File: config.mk
export PLATFORM = sky130hd
export DESIGN_NAME = rgl_ctrl
export DESIGN_NICKNAME = d
export VERILOG_FILES = /design/src/rtl/rgl_pkg.sv /design/src/rtl/rgl_ctrl.sv
export VERILOG_INCLUDE_DIRS = /design/src /design/src/rtl
export SDC_FILE = /design/constraint.sdc
export NUM_CORES = 1
export LEC_CHECK = 0
export ABC_AREA = 1
export BUFFER_PORTS_ARGS = -buffer_cell sky130_fd_sc_hd__buf_4
export CAP_MARGIN = 10
export CORE_ASPECT_RATIO = 0.5
export CORE_MARGIN = 2
export CORE_UTILIZATION = 57
export CTS_CLUSTER_DIAMETER = 50
export DETAILED_ROUTE_END_ITERATION = 6
export GPL_ROUTABILITY_DRIVEN = 0
export GPL_TIMING_DRIVEN = 1
export PLACE_DENSITY = 0.82
export SLEW_MARGIN = 25
export SYNTH_ARGS = -nofsm -noshare
export SYNTH_HDL_FRONTEND = slang
export SYNTH_SLANG_ARGS = --single-unit
File: constraint.sdc
create_clock -name I_CLK -period 2.44 [get_ports I_CLK]
set_input_delay 0.244 -clock I_CLK [delete_from_list [all_inputs] [get_ports I_CLK]]
set_output_delay 0.244 -clock I_CLK [all_outputs]
set_load 0.03 [all_outputs]
File: src/rtl/rgl_cfg.svh
`ifndef RGL_CFG_SVH
`define RGL_CFG_SVH
`define RGL_CLK_MHZ 125
`define RGL_TRIP_FILTER_NS 1000
`define RGL_TRIP_FILTER_CYC ((`RGL_TRIP_FILTER_NS * `RGL_CLK_MHZ + 999) / 1000)
`define RGL_DEGLITCH_NS 2000
`define RGL_DEGLITCH_CYC ((`RGL_DEGLITCH_NS * `RGL_CLK_MHZ + 999) / 1000)
`define RGL_CNT_W 12
`define RGL_NCH 8
`endif

File: src/rtl/rgl_pkg.sv
package rgl_pkg;
    typedef struct packed {
        logic supply_below_primary;
        logic supply_below_secondary;
        logic ref_res_high;
        logic ref_res_low;
        logic logic_gnd_lost;
        logic analog_gnd_lost;
    } rgl_mon_t;
    typedef enum logic [2:0] {
        RGL_ST_RESET = 3'h1,
        RGL_ST_RUN = 3'h2,
        RGL_ST_DEPLOY = 3'h4
    } rgl_state_t;
endpackage : rgl_pkg

File: src/rtl/rgl_ctrl.sv
`timescale 1ns/1ps
`include "rgl_cfg.svh"
// How it works
// - Supply below primary trip level for the filter time forces full reset.
// - Supply below secondary trip level forces full reset at once, unfiltered.
// - Low external reset acts like a power-on reset.
// - External reset is ignored while a deployment is in progress.
// - Power-on reset condition shuts down even during a deployment.
// - External reset still low after deployment ends then forces reset.
// - External reset lows shorter than the deglitch time are ignored.
// - Reference resistor above upper or below lower limit forces reset.
// - Loss of logic ground forces reset.
// - Loss of a channel power ground disables that channel's low-side driver.
// - High-side driver of a ground-lost channel keeps working.
// - A channel's ground loss affects no other channel.
// - Channel ground loss shows in that channel's low-side diagnostic result.
// - Loss of analog reference ground forces reset.
// - Per-channel ground handling is replicated for all eight loops.
// - A serial software reset command resets the squib functions.
module rgl_ctrl (
    input wire logic I_CLK,
    input wire logic I_SYS_RST,
    input wire rgl_pkg::rgl_mon_t I_MON,
    input wire logic I_EXT_RESET_N,
    input wire logic I_DEPLOY_ACTIVE,
    input wire logic I_SW_RESET,
    input wire logic [`RGL_NCH-1:0] I_CH_GND_LOST,
    input wire logic [`RGL_NCH-1:0] I_HS_REQ,
    input wire logic [`RGL_NCH-1:0] I_LS_REQ,
    input wire logic [`RGL_NCH-1:0] I_LS_DIAG_OK,
    output logic O_DEVICE_RESET,
    output logic O_SQUIB_RESET,
    output logic [`RGL_NCH-1:0] O_HS_EN,
    output logic [`RGL_NCH-1:0] O_LS_EN,
    output logic [`RGL_NCH-1:0] O_LS_DIAG_FAIL
);
    localparam int CW = `RGL_CNT_W;
    localparam logic [CW-1:0] FILT_CYC = CW'(`RGL_TRIP_FILTER_CYC);
    localparam logic [CW-1:0] DG_CYC = CW'(`RGL_DEGLITCH_CYC);
    localparam int N = `RGL_NCH;
    localparam int SW = $bits(rgl_pkg::rgl_mon_t) + 2 + N;
    // Synchronisers reset to the idle pin levels, so the reset pin reads released.
    localparam logic [SW-1:0] SYNC_IDLE = SW'(1) << (N + 1);

    // Two-stage synchronisers for every asynchronous input.
    logic [SW-1:0] sync1;
    logic [SW-1:0] sync2;
    logic [SW-1:0] next_sync1;
    rgl_pkg::rgl_mon_t mon;
    logic ext_rst_n;
    logic deploy;
    logic [N-1:0] gnd_lost;
    always_comb begin
        next_sync1 = {I_MON, I_EXT_RESET_N, I_DEPLOY_ACTIVE, I_CH_GND_LOST};
    end
    always_ff @(posedge I_CLK) begin
        if (I_SYS_RST) begin
            sync1 <= SYNC_IDLE;
            sync2 <= SYNC_IDLE;
        end else begin
            sync1 <= next_sync1;
            sync2 <= sync1;
        end
    end
    assign {mon, ext_rst_n, deploy, gnd_lost} = sync2;

    // Filter and deglitch counters; saturating.
    function automatic logic [CW-1:0] sat_count(input logic cond, input logic [CW-1:0] c,
                                                input logic [CW-1:0] lim);
        if (!cond) begin
            sat_count = '0;
        end else if (c < lim) begin
            sat_count = c + CW'(1);
        end else begin
            sat_count = c;
        end
    endfunction : sat_count

    logic [CW-1:0] filt_cnt;
    logic [CW-1:0] dg_cnt;
    logic [CW-1:0] next_filt_cnt;
    logic [CW-1:0] next_dg_cnt;
    logic por_cond;
    logic ext_asserted;
    logic reset_req;
    always_comb begin
        next_filt_cnt = sat_count(mon.supply_below_primary, filt_cnt, FILT_CYC);
        next_dg_cnt = sat_count(!ext_rst_n, dg_cnt, DG_CYC);
    end
    always_ff @(posedge I_CLK) begin
        if (I_SYS_RST) begin
            filt_cnt <= '0;
            dg_cnt <= '0;
        end else begin
            filt_cnt <= next_filt_cnt;
            dg_cnt <= next_dg_cnt;
        end
    end

    always_comb begin
        por_cond = (filt_cnt >= FILT_CYC)
            || mon.supply_below_secondary
            || mon.ref_res_high || mon.ref_res_low
            || mon.logic_gnd_lost
            || mon.analog_gnd_lost;
        ext_asserted = (dg_cnt >= DG_CYC) && !ext_rst_n;
        // Deployment masks only the external reset; once it ends a held reset applies.
        reset_req = por_cond || (ext_asserted && !deploy);
    end

    rgl_pkg::rgl_state_t state;
    rgl_pkg::rgl_state_t next_state;
    always_comb begin
        case (state)
            rgl_pkg::RGL_ST_RESET: next_state = reset_req ? rgl_pkg::RGL_ST_RESET
                                                          : rgl_pkg::RGL_ST_RUN;
            rgl_pkg::RGL_ST_RUN: begin
                if (reset_req) begin
                    next_state = rgl_pkg::RGL_ST_RESET;
                end else if (deploy) begin
                    next_state = rgl_pkg::RGL_ST_DEPLOY;
                end else begin
                    next_state = rgl_pkg::RGL_ST_RUN;
                end
            end
            rgl_pkg::RGL_ST_DEPLOY: begin
                if (reset_req) begin
                    next_state = rgl_pkg::RGL_ST_RESET;
                end else if (!deploy) begin
                    next_state = rgl_pkg::RGL_ST_RUN;
                end else begin
                    next_state = rgl_pkg::RGL_ST_DEPLOY;
                end
            end
            default: next_state = rgl_pkg::RGL_ST_RESET;
        endcase
    end

    logic next_dev_rst;
    logic next_sq_rst;
    logic [N-1:0] next_hs;
    logic [N-1:0] next_ls;
    logic [N-1:0] next_diag;
    always_comb begin
        next_dev_rst = reset_req;
        next_sq_rst = reset_req || I_SW_RESET;
        if (reset_req) begin
            next_hs = '0;
            next_ls = '0;
            next_diag = '0;
        end else begin
            next_hs = I_HS_REQ;
            next_ls = I_LS_REQ & ~gnd_lost;
            next_diag = gnd_lost | ~I_LS_DIAG_OK;
        end
    end
    always_ff @(posedge I_CLK) begin
        if (I_SYS_RST) begin
            state <= rgl_pkg::RGL_ST_RESET;
            O_DEVICE_RESET <= 1'h1;
            O_SQUIB_RESET <= 1'h1;
            O_HS_EN <= '0;
            O_LS_EN <= '0;
            O_LS_DIAG_FAIL <= '0;
        end else begin
            state <= next_state;
            O_DEVICE_RESET <= next_dev_rst;
            O_SQUIB_RESET <= next_sq_rst;
            O_HS_EN <= next_hs;
            O_LS_EN <= next_ls;
            O_LS_DIAG_FAIL <= next_diag;
        end
    end

    secondary_trip_a: assert property (@(posedge I_CLK) disable iff (I_SYS_RST)
        mon.supply_below_secondary |=> O_DEVICE_RESET && O_HS_EN == '0)
        else $error("secondary trip did not reset");
    primary_filter_a: assert property (@(posedge I_CLK) disable iff (I_SYS_RST)
        (filt_cnt >= FILT_CYC) |=> O_DEVICE_RESET)
        else $error("filtered supply trip did not reset");
    primary_short_a: assert property (@(posedge I_CLK) disable iff (I_SYS_RST)
        (filt_cnt < FILT_CYC && !mon.supply_below_secondary && !mon.ref_res_high
         && !mon.ref_res_low && !mon.logic_gnd_lost && !mon.analog_gnd_lost
         && ext_rst_n && !I_SW_RESET) |=> !O_DEVICE_RESET)
        else $error("reset without cause");
    ext_deploy_a: assert property (@(posedge I_CLK) disable iff (I_SYS_RST)
        (deploy && !por_cond) |=> !O_DEVICE_RESET)
        else $error("external reset acted during deployment");
    ext_after_a: assert property (@(posedge I_CLK) disable iff (I_SYS_RST)
        (!deploy && ext_asserted) |=> O_DEVICE_RESET)
        else $error("held external reset ignored after deployment");
    deglitch_a: assert property (@(posedge I_CLK) disable iff (I_SYS_RST)
        $rose(ext_asserted) |-> !$past(ext_rst_n, 1) && !$past(ext_rst_n, 2))
        else $error("deglitch too short");
    ref_res_a: assert property (@(posedge I_CLK) disable iff (I_SYS_RST)
        (mon.ref_res_high || mon.ref_res_low) |=> O_DEVICE_RESET ##0 O_LS_EN == '0)
        else $error("reference resistor fault not reset");
    gnd_a: assert property (@(posedge I_CLK) disable iff (I_SYS_RST)
        (mon.logic_gnd_lost || mon.analog_gnd_lost) |=> O_DEVICE_RESET)
        else $error("ground loss not reset");
    ch_gnd_a: assert property (@(posedge I_CLK) disable iff (I_SYS_RST)
        ##1 (O_LS_EN & $past(gnd_lost)) == '0)
        else $error("low side on with ground lost");
    hs_keep_a: assert property (@(posedge I_CLK) disable iff (I_SYS_RST)
        !reset_req |=> O_HS_EN == $past(I_HS_REQ))
        else $error("high side blocked");
    sw_rst_a: assert property (@(posedge I_CLK) disable iff (I_SYS_RST)
        I_SW_RESET |=> O_SQUIB_RESET)
        else $error("software reset lost");

    // The state register and the device reset output must agree on every cycle.
    reset_state_a: assert property (@(posedge I_CLK) disable iff (I_SYS_RST)
        (state == rgl_pkg::RGL_ST_RESET) == O_DEVICE_RESET)
        else $error("reset state and reset output disagree");
    deploy_run_a: assert property (@(posedge I_CLK) disable iff (I_SYS_RST)
        (state == rgl_pkg::RGL_ST_DEPLOY) |-> !O_DEVICE_RESET)
        else $error("device reset during deployment state");
    ls_mask_a: assert property (@(posedge I_CLK) disable iff (I_SYS_RST)
        !reset_req |=> O_LS_EN == ($past(I_LS_REQ) & ~$past(gnd_lost)))
        else $error("low side enable wrong for its channel");
    diag_fail_a: assert property (@(posedge I_CLK) disable iff (I_SYS_RST)
        !reset_req |=> O_LS_DIAG_FAIL == ($past(gnd_lost) | ~$past(I_LS_DIAG_OK)))
        else $error("low side diagnostic result wrong");
    sw_only_a: assert property (@(posedge I_CLK) disable iff (I_SYS_RST)
        (I_SW_RESET && !reset_req) |=> !O_DEVICE_RESET)
        else $error("software reset reached device reset");
endmodule : rgl_ctrl

Word-level counts from Yosys, hierarchy flattened
Cells that the tools add are included.

storage, ports and cells
  register bits = 82
  bits of input ports = 43
  output and inout port bits = 26

operators by class
  $add $sub $neg = 2
  magnitude comparators = 4
  bitwise gates (word level) = 5
  reductions and logical operators = 14

operators by type and width
  cell                   count
  $add 12x1->12 const B  2
  $not 8->8              2
  $ge 12x7->1 const B    1
  $ge 12x8->1 const B    1
  $lt 12x7->1 const B    1
  $lt 12x8->1 const B    1
  $and 8x8->8            1
  $or 8x8->8             1
  $logic_or 1x1->1       7
  $reduce_or 2->1        3
  $logic_and 1x1->1      2
  $logic_not 1->1        2
  $not 1->1              1

Logic depth before layout (Yosys ltp)
Gate-level depths: netlist (run 1).

  depth in word-level cells = 8
  depth in mapped cells = 10
  mapped depth without buffers = 9

Worst setup path before layout (run 1)
Ideal clock, no wire load.

  path kind = reg-to-reg
  from = register filt_cnt[0]
  to = register O_HS_EN[0]
  library setup time = 0.112 ns
  data arrival time = 1.246 ns
  slack = 1.082 ns
  stages on the path, launching flop included = 10
  buffers on the path = 1
  cell sequence = dfxtp_1 inv_1 ha_1 nor2_2 nand2_2 nand2_4 nor2_4 nand2_4 buf_6 nor2_1

between the ends
  cells in the longest elaborated chain, start to end = 8

ends and longest elaborated chain
  item                           line             RTL
  start: declaration             rgl_ctrl.sv:79   logic [CW-1:0] filt_cnt;
  start signal: assignment       rgl_ctrl.sv:95   filt_cnt <= next_filt_cnt;
  $ge 12x7->1                    rgl_ctrl.sv:101  por_cond = (filt_cnt >= FILT_CYC)
  $logic_or 1x1->1               rgl_ctrl.sv:102  || mon.supply_below_secondary
  $logic_or 1x1->1 (2 in a row)  rgl_ctrl.sv:103  || mon.ref_res_high || mon.ref_res_low
  $logic_or 1x1->1               rgl_ctrl.sv:104  || mon.logic_gnd_lost
  $logic_or 1x1->1               rgl_ctrl.sv:105  || mon.analog_gnd_lost;
  $logic_or 1x1->1               rgl_ctrl.sv:108  reset_req = por_cond || (ext_asserted && !deploy);
  $reduce_or 2->1 (no line)      n/a
  end signal: assignment         rgl_ctrl.sv:169  O_HS_EN <= next_hs;
  end: declaration               rgl_ctrl.sv:33   output logic [`RGL_NCH-1:0] O_HS_EN,

Every way passes these cells.
A chain may end at the register's enable or synchronous reset.

Worst setup path after layout (run 1)
Ends and elaborated chain as after synthesis.

==> parameters.txt, run 1 <==
Parameter                              Value

Critical path
  Data arrival time of the worst path ... 1790 ps
  Req. time, crit path ... 2670 ps
  Slowest cell delay on critical path ... 400 ps
  Startpoint-to-endpoint class of the critical path ... flip-flop to flip-flop
  Launching instance or port of the critical path ... filt_cnt[0]
  RR Endpoint ... O_HS_EN[0]
  Flop2flop setup slack ... 880 ps
  Most frequent cell on the critical path ... sky130_fd_sc_hd__nand2_4
  Critical path capture point type ... flip-flop
  RR Startpoint ... filt_cnt[0]
  Critical Path Source Type ... flip-flop
  Cell-by-cell listing of the critical path ... inv_1 -> ha_1 -> nor2_2 -> nand2_2 -> nand2_4 -> nor2_4 -> nand2_4 -> nor2_1
  R2R depth ... 8
  Highest fanout seen on the critical path ... 25
  CP max-delay cell ... sky130_fd_sc_hd__dfxtp_1

Clock tree
  Post-cts hold buffer count ... 0
  Deepest level of the CTS H-tree ... 3
  CTS tree ... built
  Clk Tree Root Cell ... sky130_fd_sc_hd__clkbuf_8
  Clock edge transition at the registers on the reported setup and hold paths ... 80 ps
  Post-CTS repair timing setup buffer count ... 0
  Clock latency of the later-clocked register in the worst-skew pair ... 350 ps
  Buffer levels on the longest clock path ... 2
  Number of clock sinks seen by CTS ... just over 80
  Number of gates given a new drive strength after cts ... 0
  CTS Buf Count ... 9

Power
  PD cells ... 676.9 nW/um2
  Static power due to leakage ... approximately 1.8 nW
  IR drop worst, VDD ... 452.2 uV

Synthesis
  Most numerous cell types in the synthesized netlist ... sky130_fd_sc_hd__nor2_1 (97), sky130_fd_sc_hd__dfxtp_1 (82), sky130_fd_sc_hd__inv_1 (78)
  Synth area leader ... sky130_fd_sc_hd__dfxtp_1
  Mean cell area of the mapped netlist ... between 7 and 8 um2
  Number of enable flip-flop cells after synthesis ... 0
  Primary FF master, synth ... sky130_fd_sc_hd__dfxtp_1
  Number of nets in the synthesized netlist ... 442
  FFs w/ async S/R, synth ... 0
  Register area share after synthesis ... 0.5462
  Top-area cell type share of the netlist area ... 0.5462
  Count of distinct cell types in the synthesized netlist ... 21
  Number of flip-flops and latches in the synthesized netlist ... 82
  Top-count cell post-synth ... sky130_fd_sc_hd__nor2_1
  Biggest area contributors in the synthesized netlist ... sky130_fd_sc_hd__dfxtp_1 (55%), sky130_fd_sc_hd__nor2_1 (12%), sky130_fd_sc_hd__inv_1 (9.7%), sky130_fd_sc_hd__nand2_1 (9.1%), sky130_fd_sc_hd__ha_1 (2.1%)
  Yosys warns ... 0
  Mapped Cells ... ~390
  Combined area of all synthesized cells ... 3005 um2

Routing
  Routed wire per std cell ... 10.28 um
  Starting DRC count in detailed routing ... about 80
  Drt total wl ... ~5600 um
  DRC violations left ... 0
  Vias per Instance ... 4.458
  Detailed-routing iteration count for the pre-antenna-repair pass ... 4
  ANT nets after route ... 0
  Vias after detailed routing ... roughly 2400

Floorplanning
  Floorplan die area ... 5905 um2
  Core Rows ... 18
  Boundary pin count ... 69
  Height of the chip ... 55.35 um
  Starting Density ... 0.6011
  Die width ... 106.7 um
  Area of the core region ... 5000 um2

Timing
  Fmax ... 641.9 MHz
  Final Worst Setup Slack ... 882.1 ps
  Fin Setup TNS ... 0 ps
  RSZ-0062 raised after global routing ... false
  Worst clock skew ... between 10 and 15 ps
  Final hold violation count ... 0
  Share of the clock period used by the worst path ... 0.6385
  Max Slew Vio Count ... 0
  Shortest period the worst path allows ... roughly 1600 ps
  Slew of the pin with the lowest slew margin ... 443.2 ps
  Setup violators final ... 0
  Relative slew slack ... 0.7034

Min path
  Number of cells on the worst hold path ... 2
  Endpoint with the worst hold slack ... sync1[9]
  Worst min-delay path category ... primary input to flip-flop
  Hold wc startpoint ... I_EXT_RESET_N

Placed design
  DP HPWL ... 3993 um
  Number of port buffers ... 68
  Pre-CTS worst setup slack ... 881.7 ps

Global route
  Aggregate global routing overflow ... 0
  Largest net degree at the start of global routing ... 36
  Antenna violations before repair ... 0
  First-pass GRT wire length ... 9611 um
  Vias in the first global route ... between 2000 and 2500
  Total routing usage reported by global routing ... 0.2090

Cells and area
  Signed area change from the synthesized netlist to the final layout ... 24.48%
  Proportion of layout cells with a drive suffix above 1 ... 0.2166
  Number of nets in the layout ... 514
  Final antenna diode count ... 0

Run
  MaxCap Viol Count ... 0

Status
  Run status ... finished, final reports clean
logic make-up after synthesis:
| group | after synthesis | synth area share |
|---|---|---|
| AND/OR/NAND/NOR | 198 | 0.2748 |
| adder cells (fa/ha/maj) | 5 | 0.02082 |
| flip-flops | 82 | 0.5462 |
| XOR/XNOR | 6 | 0.01749 |
| buffers and inverters | 88 | 0.1157 |
| AO/OA/AOI/OAI | 15 | 0.02498 |
placed cells by master, fill, tap and decap left out, drive strengths merged:
cell type	count
ha	5
o21ai	4
clkinv	4
dfxtp	82
nor2	104
a21oi	11
buf	68
nand3b	3
xnor2	1
nand3	9
xor2	5
or2	3
nand2	79
clkbuf	9
inv	84
worst max-delay path: cells and delay by family, from the launching register on:
family / cells / cell delay, ps
adders and majority gates: 1 / 230
buffers and inverters: 1 / 100
DFF: 1 / 400
and+or+nand+nor: 6 / 700
where the power goes:
| part | total, mW | switching [mW] | internal, mW |
|---|---|---|---|
| logic | 0.225 | 0.125 | 0.0999 |
| registers | 1.41 | 0.0165 | 1.39 |
| clock network | 0.902 | 0.516 | 0.386 |
| total | 2.53 | 0.658 | 1.87 |
through the flow:
| step | power, mW | utilization | instance area (um2) | hold WS (ps) | cells |
|---|---|---|---|---|---|
| after floorplan | 1.561 | - | 3005 | 347.8 | 394 |
| after global placement | 1.655 | 0.7120 | 3560 | 389.8 | 525 |
| after detailed placement | 1.663 | 0.7120 | 3560 | 393.2 | 525 |
| after CTS | 2.558 | 0.7482 | 3741 | 69.56 | 541 |
| after global routing | 2.637 | 0.7482 | 3741 | 67.51 | 541 |
| final | 2.532 | 0.7482 | 3741 | 91.24 | 541 |
layout make-up:
cell class / instances / area (um2)
Timing Repair Buffer: 68 / 510.5
Clock buffer: 9 / 123.9
Sequential cell: 82 / 1642
Inverter: 81 / 304.0
Tap cell: 70 / 87.58
Multi-Input combinational cell: 224 / 1016
Fill cell: 390 / 1259
Clock inverter: 7 / 57.56
layer usage:
layer	routed length, um	track usage
met1	2366	0.2290
met2	2782	0.3631
met3	389	0.1015
met4	26	0.05751
met5	0	0
flip-flops by register name, indices dropped and copies added (netlist names):
register,flops
O_DEVICE_RESET,1
O_HS_EN,8
O_LS_DIAG_FAIL,8
O_LS_EN,8
O_SQUIB_RESET,1
dg_cnt,12
filt_cnt,12
sync1,16
sync2,16
worst max-delay path by stage:
stage | endpoint
finish | O_HS_EN[0]
global route | O_LS_DIAG_FAIL[4]
CTS | O_HS_EN[0]
detailed placement | O_HS_EN[0]
global placement | O_LS_DIAG_FAIL[1]
floorplan | O_HS_EN[0]
(Power assumes the default switching activity.)
==> run 2, diff against run 1 <==
--- a/config.mk
+++ b/config.mk
@@ -11,12 +11,12 @@
 export CAP_MARGIN = 10
 export CORE_ASPECT_RATIO = 0.5
 export CORE_MARGIN = 2
-export CORE_UTILIZATION = 57
+export CORE_UTILIZATION = 48
 export CTS_CLUSTER_DIAMETER = 50
 export DETAILED_ROUTE_END_ITERATION = 6
 export GPL_ROUTABILITY_DRIVEN = 0
 export GPL_TIMING_DRIVEN = 1
-export PLACE_DENSITY = 0.82
+export PLACE_DENSITY = 0.73
 export SLEW_MARGIN = 25
 export SYNTH_ARGS = -nofsm -noshare
 export SYNTH_HDL_FRONTEND = slang
==> constraint.sdc (replaced) <==
create_clock -name I_CLK -period 1.26 [get_ports I_CLK]
set_input_delay 0.126 -clock I_CLK [delete_from_list [all_inputs] [get_ports I_CLK]]
set_output_delay 0.126 -clock I_CLK [all_outputs]
set_load 0.03 [all_outputs]
==> run 2 against run 1 <==
  * The run now ends with setup timing left
  * Die area is 18% higher
  * Register-to-register slack worse by 960 ps
  * Setup slack worse by 960 ps
  * Non-clock buffer count is 52 higher
  * Critical endpoint is now O_HS_EN[7]
  * Highest routed layer unchanged
==> parameters.txt, run 2 (synthesis results as in run 1) <==
Parameter                              Value

Status
  Run status ... complete, but fails checks
  Failing checks ... setup timing

Clock tree
  Clock latency of the later-clocked register in the worst-skew pair ... 340 ps (about the same)
  Deepest level of the CTS H-tree ... 3 (unchanged)
  Buffer levels on the longest clock path ... 2 (unchanged)
  CTS tree ... built
  Number of clock sinks seen by CTS ... 82 (unchanged)
  Clock edge transition at the registers on the reported setup and hold paths ... 60 ps (-20 ps)
  CTS Buf Count ... 9 (unchanged)
  Clk Tree Root Cell ... sky130_fd_sc_hd__clkbuf_16

Routing
  ANT nets after route ... 0 (unchanged)
  Drt total wl ... 7032 um (+26%)
  DRC violations left ... 0 (unchanged)
  Starting DRC count in detailed routing ... 126 (+56%)
  Detailed-routing iteration count for the pre-antenna-repair pass ... 4 (unchanged)
  Vias after detailed routing ... 2695 (+12%)
  Routed wire per std cell ... 11.45 um (+11%)
  Vias per Instance ... 4.389 (-1.6%)

Placed design
  Placed cell count ... 570 (+8.6%)
  Number of port buffers ... 68 (unchanged)
  Cell Area, Placed ... 3790 um2 (+6.5%)
  DP HPWL ... 4171 um (+4.5%)

Critical path
  Data arrival time of the worst path ... 1570 ps (-220 ps)
  Req. time, crit path ... 1490 ps (-1180 ps)
  Startpoint-to-endpoint class of the critical path ... flip-flop to flip-flop
  Highest fanout seen on the critical path ... 7 (-72%)
  Critical Path Source Type ... flip-flop
  Critical path capture point type ... flip-flop

Cells and area
  Proportion of layout cells with a drive suffix above 1 ... 0.3479 (+0.1313)
  Highest-count cells in the layout ignoring fill and taps ... sky130_fd_sc_hd__buf_4 (95), sky130_fd_sc_hd__nor2_1 (79), sky130_fd_sc_hd__inv_1 (74)
  Final cell area excluding filler cells ... 4591 um2 (+23%)
  Commonest non-fill, non-tap cell in the layout ... sky130_fd_sc_hd__buf_4
  Final cell count without fillers ... 614 (+13%)
  Final core utilization ... 0.7581 (+0.009810)
  Largest regs ... sync1: 16 flops, sync2: 16 flops
  Number of nets in the layout ... 569 (+11%)
  Signed area change from the synthesized netlist to the final layout ... 52.75%
  Final-layout fill cell count ... 416 (+6.7%)
  Final antenna diode count ... 0 (unchanged)

Global route
  First-pass GRT wire length ... 10820 um (+13%)
  Antenna violations before repair ... 0 (unchanged)
  Total routing usage reported by global routing ... 0.2108 (+0.001796)
  Vias in the first global route ... 2483 (+7.5%)
  Aggregate global routing overflow ... 0 (unchanged)
  Largest net degree at the start of global routing ... 18 (-50%)

Floorplanning
  Die width ... 115.9 um (+8.6%)
  Area of the core region ... 6056 um2 (+21%)
  Floorplan die area ... 6949 um2 (+18%)
  Boundary pin count ... 69 (unchanged)
  Height of the chip ... 59.95 um (+8.3%)
  Starting Density ... 0.4963 (-0.1048)
  Core Rows ... 20 (+2)

Timing
  Final Worst Setup Slack ... -77.95 ps (-960.0 ps)
  Setup violators final ... 32 (+32)
  Fmax ... 747.4 MHz (+16%)
  Max Slew Vio Count ... 0 (unchanged)
  Shortest period the worst path allows ... 1338 ps (-220.0 ps)
  Share of the clock period used by the worst path ... 1.062 (+0.4234)
  Worst clock skew ... 6.071 ps (-6.616 ps)
  Final hold violation count ... 0 (unchanged)
  Slew of the pin with the lowest slew margin ... 333.5 ps (-109.7 ps)
  RSZ-0062 raised after global routing ... true
  Relative slew slack ... 0.7769 (+0.07343)

Run
  MaxCap Viol Count ... 0 (unchanged)

Power
  PD cells ... 1258 nW/um2 (+86%)
  Static power due to leakage ... 2.177 nW (+19%)
  IR drop worst, VDD ... 962.7 uV (+110%)

Min path
  Worst min-delay path category ... primary input to flip-flop
run 2: cell types whose count changed in the layout (fill, tap and decap cells not counted), sizes merged:
cell / delta
nand2: +3
inv: -2
dlygate4sd3: +21
clkbuf: +2
buf: +31
run 2: final cells by class:
type | count | area (um2) | area share
timing repair buffer | 120 | 968.4 | 0.2110
clock inverter | 5 | 36.28 | 0.007904
clock buffer | 11 | 252.7 | 0.05506
sequential | 82 | 1655 | 0.3606
tap | 88 | 110.1 | 0.02398
multi-input combinational | 227 | 1256 | 0.2736
inverter | 81 | 311.5 | 0.06787
run 2: timing repair:
action / in CTS / in global routing
cloned: 3 / 0
resized for setup: 20 / 51
buffers inserted: 2 / 3
setup endpoints to repair: 34 / 42
pin swaps: 5 / 23
hold buffers: 21 / 0
endpoints found under the hold margin: 21 / 0
run 2: power breakdown:
| part | total [mW] | switching, mW | internal [mW] |
|---|---|---|---|
| combinational | 0.582 | 0.302 | 0.280 |
| clock | 2.47 | 1.02 | 1.45 |
| sequential | 2.73 | 0.0348 | 2.69 |
| total | 5.78 | 1.36 | 4.42 |
run 2: worst paths after layout:
| path | end | slack (ps) | cells after the start | start |
|---|---|---|---|---|
| setup / recovery | O_HS_EN[7] | -80 | 9 | filt_cnt[0] |
| hold / removal | O_LS_EN[6] | 20 | 3 | I_LS_REQ[6] |
| setup reg to reg | O_HS_EN[7] | -80 | 9 | filt_cnt[0] |
| hold reg to reg | sync2[13] | 400 | 2 | sync1[13] |
run 2: per-stage QoR:
| stage | hold WS [ps] | TNS (ps) | worst slack (ps) | total power, mW |
|---|---|---|---|---|
| 2_1_floorplan | 229.8 | 0 | 11.31 | 3.022 |
| 3_3_place_gp | 309.8 | -917.2 | -42.09 | 3.224 |
| 3_5_place_dp | 319.3 | -1891 | -92.93 | 3.233 |
| 4_1_cts | 1.460 | -1149 | -55.13 | 5.806 |
| 5_1_grt | 13.62 | -3513 | -132.0 | 6.004 |
| 6_report | 15.79 | -1540 | -77.95 | 5.777 |
run 2: critical path: stages, from the launching register on:
cell	delay, ps
sky130_fd_sc_hd__dfxtp_4	400
sky130_fd_sc_hd__inv_4	50
sky130_fd_sc_hd__ha_4	150
sky130_fd_sc_hd__nor2_2	100
sky130_fd_sc_hd__nand2_2	100
sky130_fd_sc_hd__nand2_4	90
sky130_fd_sc_hd__nor2_4	50
sky130_fd_sc_hd__buf_6	140
sky130_fd_sc_hd__nand2_8	100
sky130_fd_sc_hd__nor2_1	50
run 2: routing by layer:
metal	global-route usage	vias up	share of wire	wire [um]
met1	0.2498	1219	0.44	3068
met3	0.07099	15	0.047	333
li1	-	1397	-	-
met5	0	-	0	0
met2	0.3517	64	0.49	3455
met4	0.1020	0	0.025	174
